<file path="config.mk">
export PLATFORM = sky130hd
export DESIGN_NAME = link_cpu_interface
export DESIGN_NICKNAME = d
export VERILOG_FILES = /design/src/hdl/link_cpu_pkg.sv /design/src/hdl/link_cpu_interface.sv
export VERILOG_INCLUDE_DIRS = /design/src /design/src/hdl
export SDC_FILE = /design/constraint.sdc
export NUM_CORES = 1
export LEC_CHECK = 0
export BUFFER_PORTS_ARGS = -buffer_cell sky130_fd_sc_hd__buf_2
export CAP_MARGIN = 10
export CORE_MARGIN = 2
export CORE_UTILIZATION = 45
export CTS_BUF_LIST = sky130_fd_sc_hd__clkbuf_16
export DETAILED_ROUTE_END_ITERATION = 10
export GPL_ROUTABILITY_DRIVEN = 0
export GPL_TIMING_DRIVEN = 0
export PLACE_DENSITY = 0.71
export SLEW_MARGIN = 20
export SYNTH_ARGS = -nofsm -noshare
export SYNTH_HDL_FRONTEND = slang
export SYNTH_SLANG_ARGS = --single-unit
export TNS_END_PERCENT = 30
</file>
<file path="constraint.sdc">
create_clock -name pclk -period 3.05 [get_ports pclk]
set_clock_uncertainty 0.1 [all_clocks]
set_input_delay 0.61 -clock pclk [delete_from_list [all_inputs] [get_ports pclk]]
set_output_delay 0.61 -clock pclk [all_outputs]
set_load 0.03 [all_outputs]
</file>
<file path="src/hdl/link_cpu_map.svh">
// Register offsets, field positions and timing counts for the link CPU interface
`ifndef LINK_CPU_MAP_SVH
`define LINK_CPU_MAP_SVH
`define VECTOR_OFFSET 8'h00
`define DATA_OFFSET 8'h04
`define CONTROL_OFFSET 8'h08
`define STATUS_OFFSET 8'h0C
`define EVENT_OFFSET 8'h10
`define CTRL_TX_END_BIT 0
`define CTRL_WAIT_STOPS_BIT 1
`define CTRL_IRQ_ALLOW_BIT 2
`define CTRL_WAIT_CMD_BIT 3
`define CTRL_STOP_CMD_BIT 4
`define CONTROL_RESET 8'h00
`define VECTOR_SHIFT 2
`define BIT_TIME_NS 15600
`define CLK_PERIOD_NS 100
`define BIT_CYCLES ((`BIT_TIME_NS + `CLK_PERIOD_NS - 1) / `CLK_PERIOD_NS)
`define STOP_RESTART_NS 2000
`define STOP_RESTART_CYCLES ((`STOP_RESTART_NS + `CLK_PERIOD_NS - 1) / `CLK_PERIOD_NS)
`endif

</file>
<file path="src/hdl/link_cpu_pkg.sv">
// Types for the link CPU interface
package link_cpu_pkg;
  // Interrupt source codes, priority rising with value
  typedef enum logic [3:0] {
    SRC_NONE = 4'h0,
    SRC_EOF = 4'h1,
    SRC_RESPONSE = 4'h2,
    SRC_RX_READY = 4'h3,
    SRC_TX_WANTED = 4'h4,
    SRC_ARB_LOST = 4'h5,
    SRC_CRC = 4'h6,
    SRC_INVALID = 4'h7,
    SRC_WAKEUP = 4'h8
  } source_code_e;
  // Power modes, one-hot
  typedef enum logic [2:0] {
    MODE_RUN = 3'b001,
    MODE_WAIT = 3'b010,
    MODE_STOP = 3'b100
  } power_mode_e;
  // Transmitter states, one-hot
  typedef enum logic [3:0] {
    TX_IDLE = 4'b0001,
    TX_SHIFT = 4'b0010,
    TX_PAD = 4'b0100,
    TX_HALT = 4'b1000
  } tx_state_e;
  // Events from the symbol layer
  typedef struct packed {
    logic eof;
    logic response;
    logic arb_lost;
    logic crc_err;
    logic invalid;
  } link_events_s;
endpackage
</file>
<file path="src/hdl/link_cpu_interface.sv">
// CPU side of a byte link controller: vector, data buffers, underrun and power modes
// Function
// - Vector reads as four-bit source code times four; zero when nothing pending.
// - Highest pending source wins: wakeup, invalid, CRC, arbitration, tx, rx, response, EOF.
// - Vector read clears reported source except rx ready, response and tx wanted.
// - Rx ready and response clear after vector read then data read.
// - Tx wanted clears after vector read then data write, or end-of-data bit.
// - After clearing a source the next pending lower source is shown.
// - Data read returns the latest received byte.
// - Finished shift register reloads from the tx shadow register.
// - Tx wanted sets once the first bit of a byte has been sent.
// - Completed rx byte copies into rx shadow and sets rx ready.
// - Rx shadow is overwritten by the next byte after one byte time.
// - Missing tx byte flags underrun, sends two ones, then disables transmitter.
// - Halted transmission reports as invalid symbol error.
// - Wait with wait_stops_clocks clear enters wait mode; no data driven.
// - Wait mode: received message wakes, is received, interrupts if allowed.
// - Stop command, or wait with wait_stops_clocks set, enters stop mode.
// - In stop mode a passive-to-active bus edge wakes and raises nmi.
// - Wait-entered stop receives waking byte only if EOF seen before.
// - Stop during reception: first edge wakes at once, resumes after restart.
//
// Chosen here: the APB interface to the registers and the placing of the registers.
`timescale 1ns/1ns
`include "link_cpu_map.svh"
module link_cpu_interface (
  input wire logic pclk,
  input wire logic presetn,
  input wire logic psel,
  input wire logic penable,
  input wire logic pwrite,
  input wire logic [7:0] paddr,
  input wire logic [31:0] pwdata,
  output logic [31:0] prdata,
  output logic pready,
  output logic pslverr,
  input wire link_cpu_pkg::link_events_s link_events,
  input wire logic bus_rx_pin,
  output logic bus_tx_out,
  output logic bus_tx_oe_n,
  output logic irq,
  output logic nmi,
  output logic clocks_running
);
  import link_cpu_pkg::*;

  logic [7:0] control_reg;
  logic vector_armed_reg;
  source_code_e armed_code_reg;
  logic [7:0] rx_shadow_reg;
  logic [7:0] tx_shadow_reg;
  logic tx_shadow_full_reg;
  logic [7:0] tx_shift_reg;
  logic [3:0] tx_bits_reg;
  logic [15:0] bit_cnt_reg;
  tx_state_e tx_state_reg;
  logic [7:0] rx_shift_reg;
  logic [3:0] rx_bits_reg;
  logic rx_ready_reg;
  logic response_reg;
  logic tx_wanted_reg;
  logic eof_reg, arb_reg, crc_reg, invalid_reg, wakeup_reg;
  logic underrun_reg;
  logic eof_seen_reg;
  logic stop_via_wait_reg;
  logic rx_active_reg;
  power_mode_e mode_reg;
  logic [15:0] restart_cnt_reg;
  logic [2:0] rx_sync_reg;
  logic rx_level_reg;
  source_code_e code;
  logic wr, rd, rd_vec, rd_data, wr_data, wr_ctrl;
  logic bit_tick, rx_fall, rx_done, tx_first_bit, tx_load;

  // APB decode; zero wait states
  // Every register answers in the access cycle, so pready never drops
  assign pready = 1'b1;
  assign wr = psel & penable & pwrite;
  assign rd = psel & penable & ~pwrite;
  assign rd_vec = rd && paddr == `VECTOR_OFFSET;
  assign rd_data = rd && paddr == `DATA_OFFSET;
  assign wr_data = wr && paddr == `DATA_OFFSET;
  assign wr_ctrl = wr && paddr == `CONTROL_OFFSET;
  // Unmapped addresses answer with an error
  // Writes there are dropped, reads give zero
  assign pslverr = psel & penable & ~(paddr == `VECTOR_OFFSET || paddr == `DATA_OFFSET ||
    paddr == `CONTROL_OFFSET || paddr == `STATUS_OFFSET || paddr == `EVENT_OFFSET);

  // Priority encoder
  // Combinational so a clear shows the next source in the very next cycle
  // fixed priority order
  // lower source shows once higher clears
  always_comb begin
    if (wakeup_reg) code = SRC_WAKEUP;
    else if (invalid_reg) code = SRC_INVALID;
    else if (crc_reg) code = SRC_CRC;
    else if (arb_reg) code = SRC_ARB_LOST;
    else if (tx_wanted_reg) code = SRC_TX_WANTED;
    else if (rx_ready_reg) code = SRC_RX_READY;
    else if (response_reg) code = SRC_RESPONSE;
    else if (eof_reg) code = SRC_EOF;
    else code = SRC_NONE;
  end

  // Read mux
  // Status packs mode, underrun and tx shadow full for software polling
  always_comb begin
    prdata = 32'h0000_0000;
    unique case (paddr)
      `VECTOR_OFFSET: prdata = {26'h000_0000, code, 2'b00};
      `DATA_OFFSET: prdata = {24'h00_0000, rx_shadow_reg};
      `CONTROL_OFFSET: prdata = {24'h00_0000, control_reg};
      `STATUS_OFFSET: prdata = {27'h000_0000, mode_reg, underrun_reg, tx_shadow_full_reg};
      default: prdata = 32'h0000_0000;
    endcase
  end

  // Control register; end-of-data bit self clears
  // Commands are not stored; only the power mode remembers them
  always_ff @(posedge pclk or negedge presetn) begin
    if (!presetn) begin
      control_reg <= `CONTROL_RESET;
    end else if (wr_ctrl) begin
      control_reg <= pwdata[7:0] & 8'h07;
    end else begin
      control_reg[`CTRL_TX_END_BIT] <= 1'b0;
    end
  end

  // Remember which service-type code the last vector read returned
  // Guards against a stray data access clearing a flag software never saw
  always_ff @(posedge pclk or negedge presetn) begin
    if (!presetn) begin
      vector_armed_reg <= 1'b0;
      armed_code_reg <= SRC_NONE;
    end else if (rd_vec) begin
      vector_armed_reg <= 1'b1;
      armed_code_reg <= code;
    end else if (rd_data || wr_data) begin
      vector_armed_reg <= 1'b0;
    end
  end

  // Three-stage synchroniser on the bus pin; change taken when stages 2 and 3 agree
  // Reset to the passive level so no false edge follows reset
  always_ff @(posedge pclk or negedge presetn) begin
    if (!presetn) begin
      rx_sync_reg <= 3'b111;
      rx_level_reg <= 1'b1;
    end else begin
      rx_sync_reg <= {rx_sync_reg[1:0], bus_rx_pin};
      if (rx_sync_reg[1] == rx_sync_reg[2]) rx_level_reg <= rx_sync_reg[2];
    end
  end
  // Passive high, active low
  assign rx_fall = rx_level_reg && rx_sync_reg[1] == rx_sync_reg[2] && !rx_sync_reg[2];

  // Bit timer; sample and shift once per bit time
  // Shared by both directions; a receive start also realigns the transmitter
  assign bit_tick = bit_cnt_reg == 16'(`BIT_CYCLES - 1);
  always_ff @(posedge pclk or negedge presetn) begin
    if (!presetn) bit_cnt_reg <= 16'h0000;
    else if (bit_tick || (rx_fall && !rx_active_reg)) bit_cnt_reg <= 16'h0000;
    else bit_cnt_reg <= bit_cnt_reg + 16'h0001;
  end

  // Receiver; byte assembles from the bus while clocks run
  // Limitation: the fall of an active MSB is the only start mark of a byte
  // receive continues in wait mode
  always_ff @(posedge pclk or negedge presetn) begin
    if (!presetn) begin
      rx_shift_reg <= 8'h00;
      rx_bits_reg <= 4'h0;
      rx_active_reg <= 1'b0;
    end else if (mode_reg == MODE_STOP) begin
      // Frame state lost while clocks stand
      rx_bits_reg <= 4'h0;
      rx_active_reg <= stop_via_wait_reg & eof_seen_reg & rx_fall;
    end else if (rx_fall && !rx_active_reg) begin
      rx_active_reg <= 1'b1;
      rx_bits_reg <= 4'h0;
    end else if (rx_active_reg && bit_tick) begin
      rx_shift_reg <= {rx_shift_reg[6:0], rx_level_reg};
      rx_bits_reg <= (rx_bits_reg == 4'h7) ? 4'h0 : rx_bits_reg + 4'h1;
      if (rx_bits_reg == 4'h7) rx_active_reg <= 1'b0;
    end
  end
  assign rx_done = rx_active_reg && bit_tick && rx_bits_reg == 4'h7 && mode_reg != MODE_STOP;

  // Receive shadow
  // copy completed byte
  always_ff @(posedge pclk or negedge presetn) begin
    if (!presetn) rx_shadow_reg <= 8'h00;
    else if (rx_done) rx_shadow_reg <= {rx_shift_reg[6:0], rx_level_reg};
  end

  // Service flags; set wins over clear
  // A flag set in the clearing cycle survives, so no byte is missed
  // vector read then data read
  // vector read then data write, or end of data
  always_ff @(posedge pclk or negedge presetn) begin
    if (!presetn) begin
      rx_ready_reg <= 1'b0;
      response_reg <= 1'b0;
      tx_wanted_reg <= 1'b0;
    end else begin
      if (rx_done) rx_ready_reg <= 1'b1;
      else if (rd_data && vector_armed_reg && armed_code_reg == SRC_RX_READY) rx_ready_reg <= 1'b0;
      if (link_events.response) response_reg <= 1'b1;
      else if (rd_data && vector_armed_reg && armed_code_reg == SRC_RESPONSE) response_reg <= 1'b0;
      if (tx_first_bit) tx_wanted_reg <= 1'b1;
      else if ((wr_data && vector_armed_reg && armed_code_reg == SRC_TX_WANTED) ||
               control_reg[`CTRL_TX_END_BIT]) tx_wanted_reg <= 1'b0;
    end
  end

  // Read-cleared flags
  // Only the code shown by the read is cleared; lower sources stay pending
  // vector read clears reported code
  // halted transmission seen as invalid symbol
  always_ff @(posedge pclk or negedge presetn) begin
    if (!presetn) begin
      eof_reg <= 1'b0;
      arb_reg <= 1'b0;
      crc_reg <= 1'b0;
      invalid_reg <= 1'b0;
      wakeup_reg <= 1'b0;
    end else begin
      if (link_events.eof) eof_reg <= 1'b1;
      else if (rd_vec && code == SRC_EOF) eof_reg <= 1'b0;
      if (link_events.arb_lost) arb_reg <= 1'b1;
      else if (rd_vec && code == SRC_ARB_LOST) arb_reg <= 1'b0;
      if (link_events.crc_err) crc_reg <= 1'b1;
      else if (rd_vec && code == SRC_CRC) crc_reg <= 1'b0;
      if (link_events.invalid || (tx_state_reg == TX_PAD && bit_tick && tx_bits_reg == 4'h1))
        invalid_reg <= 1'b1;
      else if (rd_vec && code == SRC_INVALID) invalid_reg <= 1'b0;
      if ((mode_reg == MODE_WAIT && rx_done) || (mode_reg == MODE_STOP && rx_fall)) wakeup_reg <= 1'b1;
      else if (rd_vec && code == SRC_WAKEUP) wakeup_reg <= 1'b0;
    end
  end

  // End of frame memory for wait-entered stop
  // Any new frame start in run mode forgets the end of frame
  // waking byte kept only after EOF
  always_ff @(posedge pclk or negedge presetn) begin
    if (!presetn) eof_seen_reg <= 1'b0;
    else if (link_events.eof) eof_seen_reg <= 1'b1;
    else if (rx_fall && mode_reg == MODE_RUN) eof_seen_reg <= 1'b0;
  end

  // Transmit shadow; filled by data write
  // A write in the load cycle keeps the new byte while the old one goes out
  assign tx_load = (tx_state_reg == TX_IDLE || (tx_state_reg == TX_SHIFT && bit_tick && tx_bits_reg == 4'h7))
    && tx_shadow_full_reg && mode_reg == MODE_RUN;
  always_ff @(posedge pclk or negedge presetn) begin
    if (!presetn) begin
      tx_shadow_reg <= 8'h00;
      tx_shadow_full_reg <= 1'b0;
    end else if (wr_data) begin
      tx_shadow_reg <= pwdata[7:0];
      tx_shadow_full_reg <= 1'b1;
    end else if (tx_load) begin
      tx_shadow_full_reg <= 1'b0;
    end
  end
  assign tx_first_bit = tx_state_reg == TX_SHIFT && bit_tick && tx_bits_reg == 4'h0;

  // Transmitter state machine
  // End of data must be set before the last byte ends, else underrun
  // shadow moves into shift register
  // underrun pads two ones then halts
  always_ff @(posedge pclk or negedge presetn) begin
    if (!presetn) begin
      tx_state_reg <= TX_IDLE;
      tx_shift_reg <= 8'h00;
      tx_bits_reg <= 4'h0;
      underrun_reg <= 1'b0;
    end else begin
      unique case (tx_state_reg)
        TX_IDLE: begin
          if (tx_load) begin
            tx_shift_reg <= tx_shadow_reg;
            tx_bits_reg <= 4'h0;
            underrun_reg <= 1'b0;
            tx_state_reg <= TX_SHIFT;
          end
        end
        TX_SHIFT: begin
          if (bit_tick) begin
            tx_shift_reg <= {tx_shift_reg[6:0], 1'b1};
            tx_bits_reg <= tx_bits_reg + 4'h1;
            if (tx_bits_reg == 4'h7) begin
              tx_bits_reg <= 4'h0;
              if (tx_load) tx_shift_reg <= tx_shadow_reg;
              else if (control_reg[`CTRL_TX_END_BIT] || !tx_wanted_reg) tx_state_reg <= TX_IDLE;
              else begin
                underrun_reg <= 1'b1;
                tx_state_reg <= TX_PAD;
              end
            end
          end
        end
        TX_PAD: begin
          // Two ones break the byte boundary
          if (bit_tick) begin
            tx_bits_reg <= tx_bits_reg + 4'h1;
            if (tx_bits_reg == 4'h1) tx_state_reg <= TX_HALT;
          end
        end
        TX_HALT: tx_state_reg <= TX_IDLE;
      endcase
    end
  end

  // Bus drive; open drain, low enable drives
  // Registered so the pin never glitches while the state changes
  // nothing driven outside run mode
  always_ff @(posedge pclk or negedge presetn) begin
    if (!presetn) begin
      bus_tx_out <= 1'b0;
      bus_tx_oe_n <= 1'b1;
    end else begin
      bus_tx_out <= (tx_state_reg == TX_PAD) ? 1'b1 : tx_shift_reg[7];
      bus_tx_oe_n <= !((tx_state_reg == TX_SHIFT || tx_state_reg == TX_PAD) && mode_reg == MODE_RUN);
    end
  end

  // Power mode machine; wait/stop commands come as control bits
  // Wait also wakes on any allowed interrupt, not only on a received byte
  // wake at once, resume after restart count
  always_ff @(posedge pclk or negedge presetn) begin
    if (!presetn) begin
      mode_reg <= MODE_RUN;
      stop_via_wait_reg <= 1'b0;
      restart_cnt_reg <= 16'h0000;
    end else begin
      if (restart_cnt_reg != 16'h0000) restart_cnt_reg <= restart_cnt_reg - 16'h0001;
      unique case (mode_reg)
        MODE_RUN: begin
          if (wr_ctrl && pwdata[`CTRL_STOP_CMD_BIT]) begin
            mode_reg <= MODE_STOP;
            stop_via_wait_reg <= 1'b0;
          end else if (wr_ctrl && pwdata[`CTRL_WAIT_CMD_BIT]) begin
            mode_reg <= pwdata[`CTRL_WAIT_STOPS_BIT] ? MODE_STOP : MODE_WAIT;
            stop_via_wait_reg <= pwdata[`CTRL_WAIT_STOPS_BIT];
          end
        end
        MODE_WAIT: if (wakeup_reg || irq) mode_reg <= MODE_RUN;
        MODE_STOP: begin
          if (rx_fall) begin
            mode_reg <= MODE_RUN;
            restart_cnt_reg <= 16'(`STOP_RESTART_CYCLES);
          end
        end
        default: mode_reg <= MODE_RUN;
      endcase
    end
  end

  // Outputs
  // The nmi only covers the restart count; the vector keeps the wake for software
  // interrupt only when allowed
  assign irq = control_reg[`CTRL_IRQ_ALLOW_BIT] && code != SRC_NONE && mode_reg != MODE_STOP;
  assign nmi = wakeup_reg && restart_cnt_reg != 16'h0000;
  assign clocks_running = mode_reg != MODE_STOP && restart_cnt_reg == 16'h0000;
endmodule // link_cpu_interface

</file>
==> reports/results.env <==
OUTCOME='finished, violations left'
FAILED_CHECKS='negative setup slack'
DIE-WIDTH_UM=113
ROUTED_WL_MM=11.3
FMAXACHIEVABLE_MHz=320
NUMBER_OF_GLOBAL_ROUTE_VIAS_BEFORE_REPAIR=4177
CTS.REPORTEDPATHS.CLKPINSLEW_PS=70
IR_DROP_WORST_VDD_mV=0.511
UNREPAIRED_SETUP_ENDPOINTS_AFTER_GLOBAL_ROUTING='yes'
DR_TOTAL_VIAS=4103
ANTENNA_FOUND_INITIAL=0
GRT_FIRST_PASS_WIRELENGTH_MM=19.5
FINAL-HOLD-VIOLATION-COUNT=0
YOSYS_WARNINGS=0
PLACED_STANDARD_CELL_AREA_UM2=5930
TRITONCTS_CLOCK_TREE='built'
GRT_OVERFLOW=0
CLOCK_LATENCY_PS=350
DESIGN.CORE.AREA_UM2=11600
SETUP_SLACK_PS=-74.0
SYNTH_TOP_CELL_BY_AREA='dfrtp_1'
WORSTSETUPENDPOINTTYPE='output port'
NETLIST_AREA_UM2=5390
ROOT_BUFFER='clkbuf_16'
R2R_CELLS=4
WORST-R2R-SETUP-SLACK_PS=230
PLACEMENT_ROW_COUNT=39
SYNTH_ENABLE_FLOP_CELLS=0
DESIGN.PORTCOUNT=90
FINAL_INSTANCE_AREA_UM2=6390
LAYOUT_WORST_PATH_CYCLE_SHARE_PCT=102
CTS.HTREE.LEVELS=3
DIE_HEIGHT_UM=113
LAYOUT-DRIVE-GT1-SHARE_PCT=25.0
TIMING.SLEW.HEADROOM_PCT=31.1
DIEAREA_UM2=12900
CRITICAL_PATH_PEAK_FANOUT=3
AREA_DELTA_SYNTH_FINAL_PCT=18.5
POST_CTS_HOLD_BUFFER_COUNT=0
SYNTHDISTINCTLIBCELLS=64
CLOCK_SINKS=105
DEEPEST_CLOCK_PATH_BUFFER_COUNT=2
SYNTH_FF_TYPE='dfrtp_1'
FINAL_ANTENNA_NET_COUNT=0
SLEW_WORST_PIN_PS=1020
FINAL-SETUP-VIOL-COUNT=3
SYNTH-SEQ-AREA-SHARE_PCT=48.9
WL_PER_CELL_UM=15.1
MAXIMUM_CAPACITANCE_VIOLATIONS=0
SYNTH_TOP_CELL_AREA_SHARE_PCT=45.5
HOLD_WS_PS=54.5
CRITICALPATHCATEGORY='in -> out'
TIMING.CRITICAL_PATH.FROM='paddr[0]'
TOTAL_POWER_mW=3.06
SYNTH_CELLS=523
ANTENNA_CELLS_INSERTED=0
SYNTH.AREA.TOP_CELLS='dfrtp_1 45%, mux2_2 6.5%, nor2_1 4.4%'
YS_ASYNC_SR_FRACTION_PCT=100
R2R_START='bit_cnt_reg[10]'
DETAIL_ROUTE.DRC_VIOLATIONS=0
CTS_BUFFERS=9
LEAKAGEPOWER_nW=3.04
FLOORPLAN.INITIALDENSITY_PCT=46.6
FILLCELLCOUNT=983
FINAL_NETS=662
DETAIL_ROUTE.ITER0.VIOLATIONS=199
DRT-VIAS-PER-INSTANCE=5.46
POWER-PER-CELL-AREA_nW_PER_UM2=479
SYNTH_SEQ_CELLS=105
SETUP.WORST_PATH.END='prdata[3]'
TOTAL_ROUTING_USAGE_GR_PCT=18.5
CRIT_REQUIRED_PS=2340
DR.PASS1.ITERS=5
PORTBUFFERS=39
POST-ROUTE-MIN-PERIOD_PS=3120
DETAILED_PLACE_HPWL_MM=8.07
DRV_SLEW=0
HP-CLASS='in -> async'
REGTOREGENDPOINT='rx_shadow_reg[2]'
GRT_START_MAX_NET_PINS=69
WORST_EP_ARRIVAL_TIME_PS=2410
CRIT_PATH_START_KIND='input port'
SYN_AREA_PER_CELL_UM2=10.3
-- power by group --
part | total (mW) | internal, mW | switching [mW]
combinational | 0.329 | 0.130 | 0.200
clock | 1.21 | 0.655 | 0.552
sequential | 1.52 | 1.46 | 0.0669
-- Yosys cell counts (3+ instances only) --
cell and number:
o21ai_0 12, a211oi_1 3, nor2b_1 6, nor3_1 8
nand3b_1 6, a22oi_1 4, a21oi_1 22, clkbuf_1 16
mux2_2 31, or3_1 11, ha_1 7, and3_1 4
dfstp_2 7, nand2b_1 6, inv_1 13, mux2i_1 12
o22ai_1 4, nor4b_1 5, and4_1 3, xnor2_1 21
buf_4 25, a21o_1 5, o32ai_1 3, or4_1 4
xor2_1 7, nor3b_1 4, nand4_1 7, o31ai_1 7
nor2_1 63, nand2_1 31, nor4_1 8, dfrtp_1 98
and2_1 5, nand3_1 15
-- logic make-up (layout without fill, tap and decap cells) --
logic type,after synthesis,count (layout),share of synthesized area [%]
and+or+nand+nor,202,202,20.5
buffers and inverters,56,119,5.69
AOI/OAI and AO/OA,79,79,9.72
muxes,43,43,8.70
xor gates and xnor gates,28,28,4.55
adders and majority gates,8,8,1.81
DFF,105,105,48.9
other,2,25,0.139
-- how the worst min path moves through the flow --
stage	startpoint	to	slack (ps)	depth (start not counted)
finish	presetn	rx_shadow_reg[6]	50	1
global route	presetn	rx_shadow_reg[1]	70	1
CTS	presetn	tx_shadow_reg[2]	60	1
detailed placement	rx_sync_reg[0]	rx_sync_reg[1]	250	0
global placement	rx_sync_reg[0]	rx_sync_reg[1]	250	0
floorplan	presetn	arb_reg	210	0
-- cells in the final DEF (no fill, tap or decap), types with 9 or more instances in the layout --
cell and instances:
buf_4 33, a21oi_1 22, clkbuf_16 9, xnor2_1 21, o21ai_0 12, clkbuf_1 15
conb_1 25, inv_1 13, mux2_2 31, or3_1 10, mux2i_1 12, nor2_1 62
buf_2 34, dfrtp_1 98, nand3_1 14, nand2_1 31
-- through the flow --
stage / std cells / setup slack, ps / setup TNS (ps) / utilization, %
final: 752 / -74.0 / -155 / 55.2
after global routing: 752 / -114 / -264 / 55.2
after CTS: 746 / -195 / -474 / 54.5
after detailed placement: 729 / -327 / -982 / 51.3
after global placement: 728 / -299 / -859 / 51.0
after floorplan: 546 / -33.8 / -83.1 / -
-- worst max-delay path, stage by stage --
cell and delay, ps:
buf_6 90, or4_4 520, or3_4 350, or4_4 480, o22ai_4 200, buf_6 160
-- layout make-up --
type	count	area (µm²)	area share [%]
multi-input cells	385	2640	41.3
flip-flops and latches	105	2640	41.3
repair buffers	48	323	5.05
plain buffers	42	254	3.98
clock buffers	9	225	3.53
well taps	143	179	2.80
clock inverters	7	85.1	1.33
inverters	13	48.8	0.764
-- routing by layer --
| metal | track usage, % | part of all wire [%] | vias to the layer above |
|---|---|---|---|
| met3 | 3.88 | 5.4 | 19 |
| met2 | 32.1 | 50 | 125 |
| li1 | - | - | 1968 |
| met5 | 0 | 0 | - |
| met4 | 4.15 | 1.3 | 0 |
| met1 | 24.0 | 44 | 1991 |
-- repair_timing --
action | 4_1_cts | 5_1_grt
resized for setup | 12 | 7
setup endpoints to repair | 5 | 16
pin swaps | 6 | 6
buffers inserted | 2 | 6
gates cloned | 0 | 0
(Power assumes the default switching activity.)
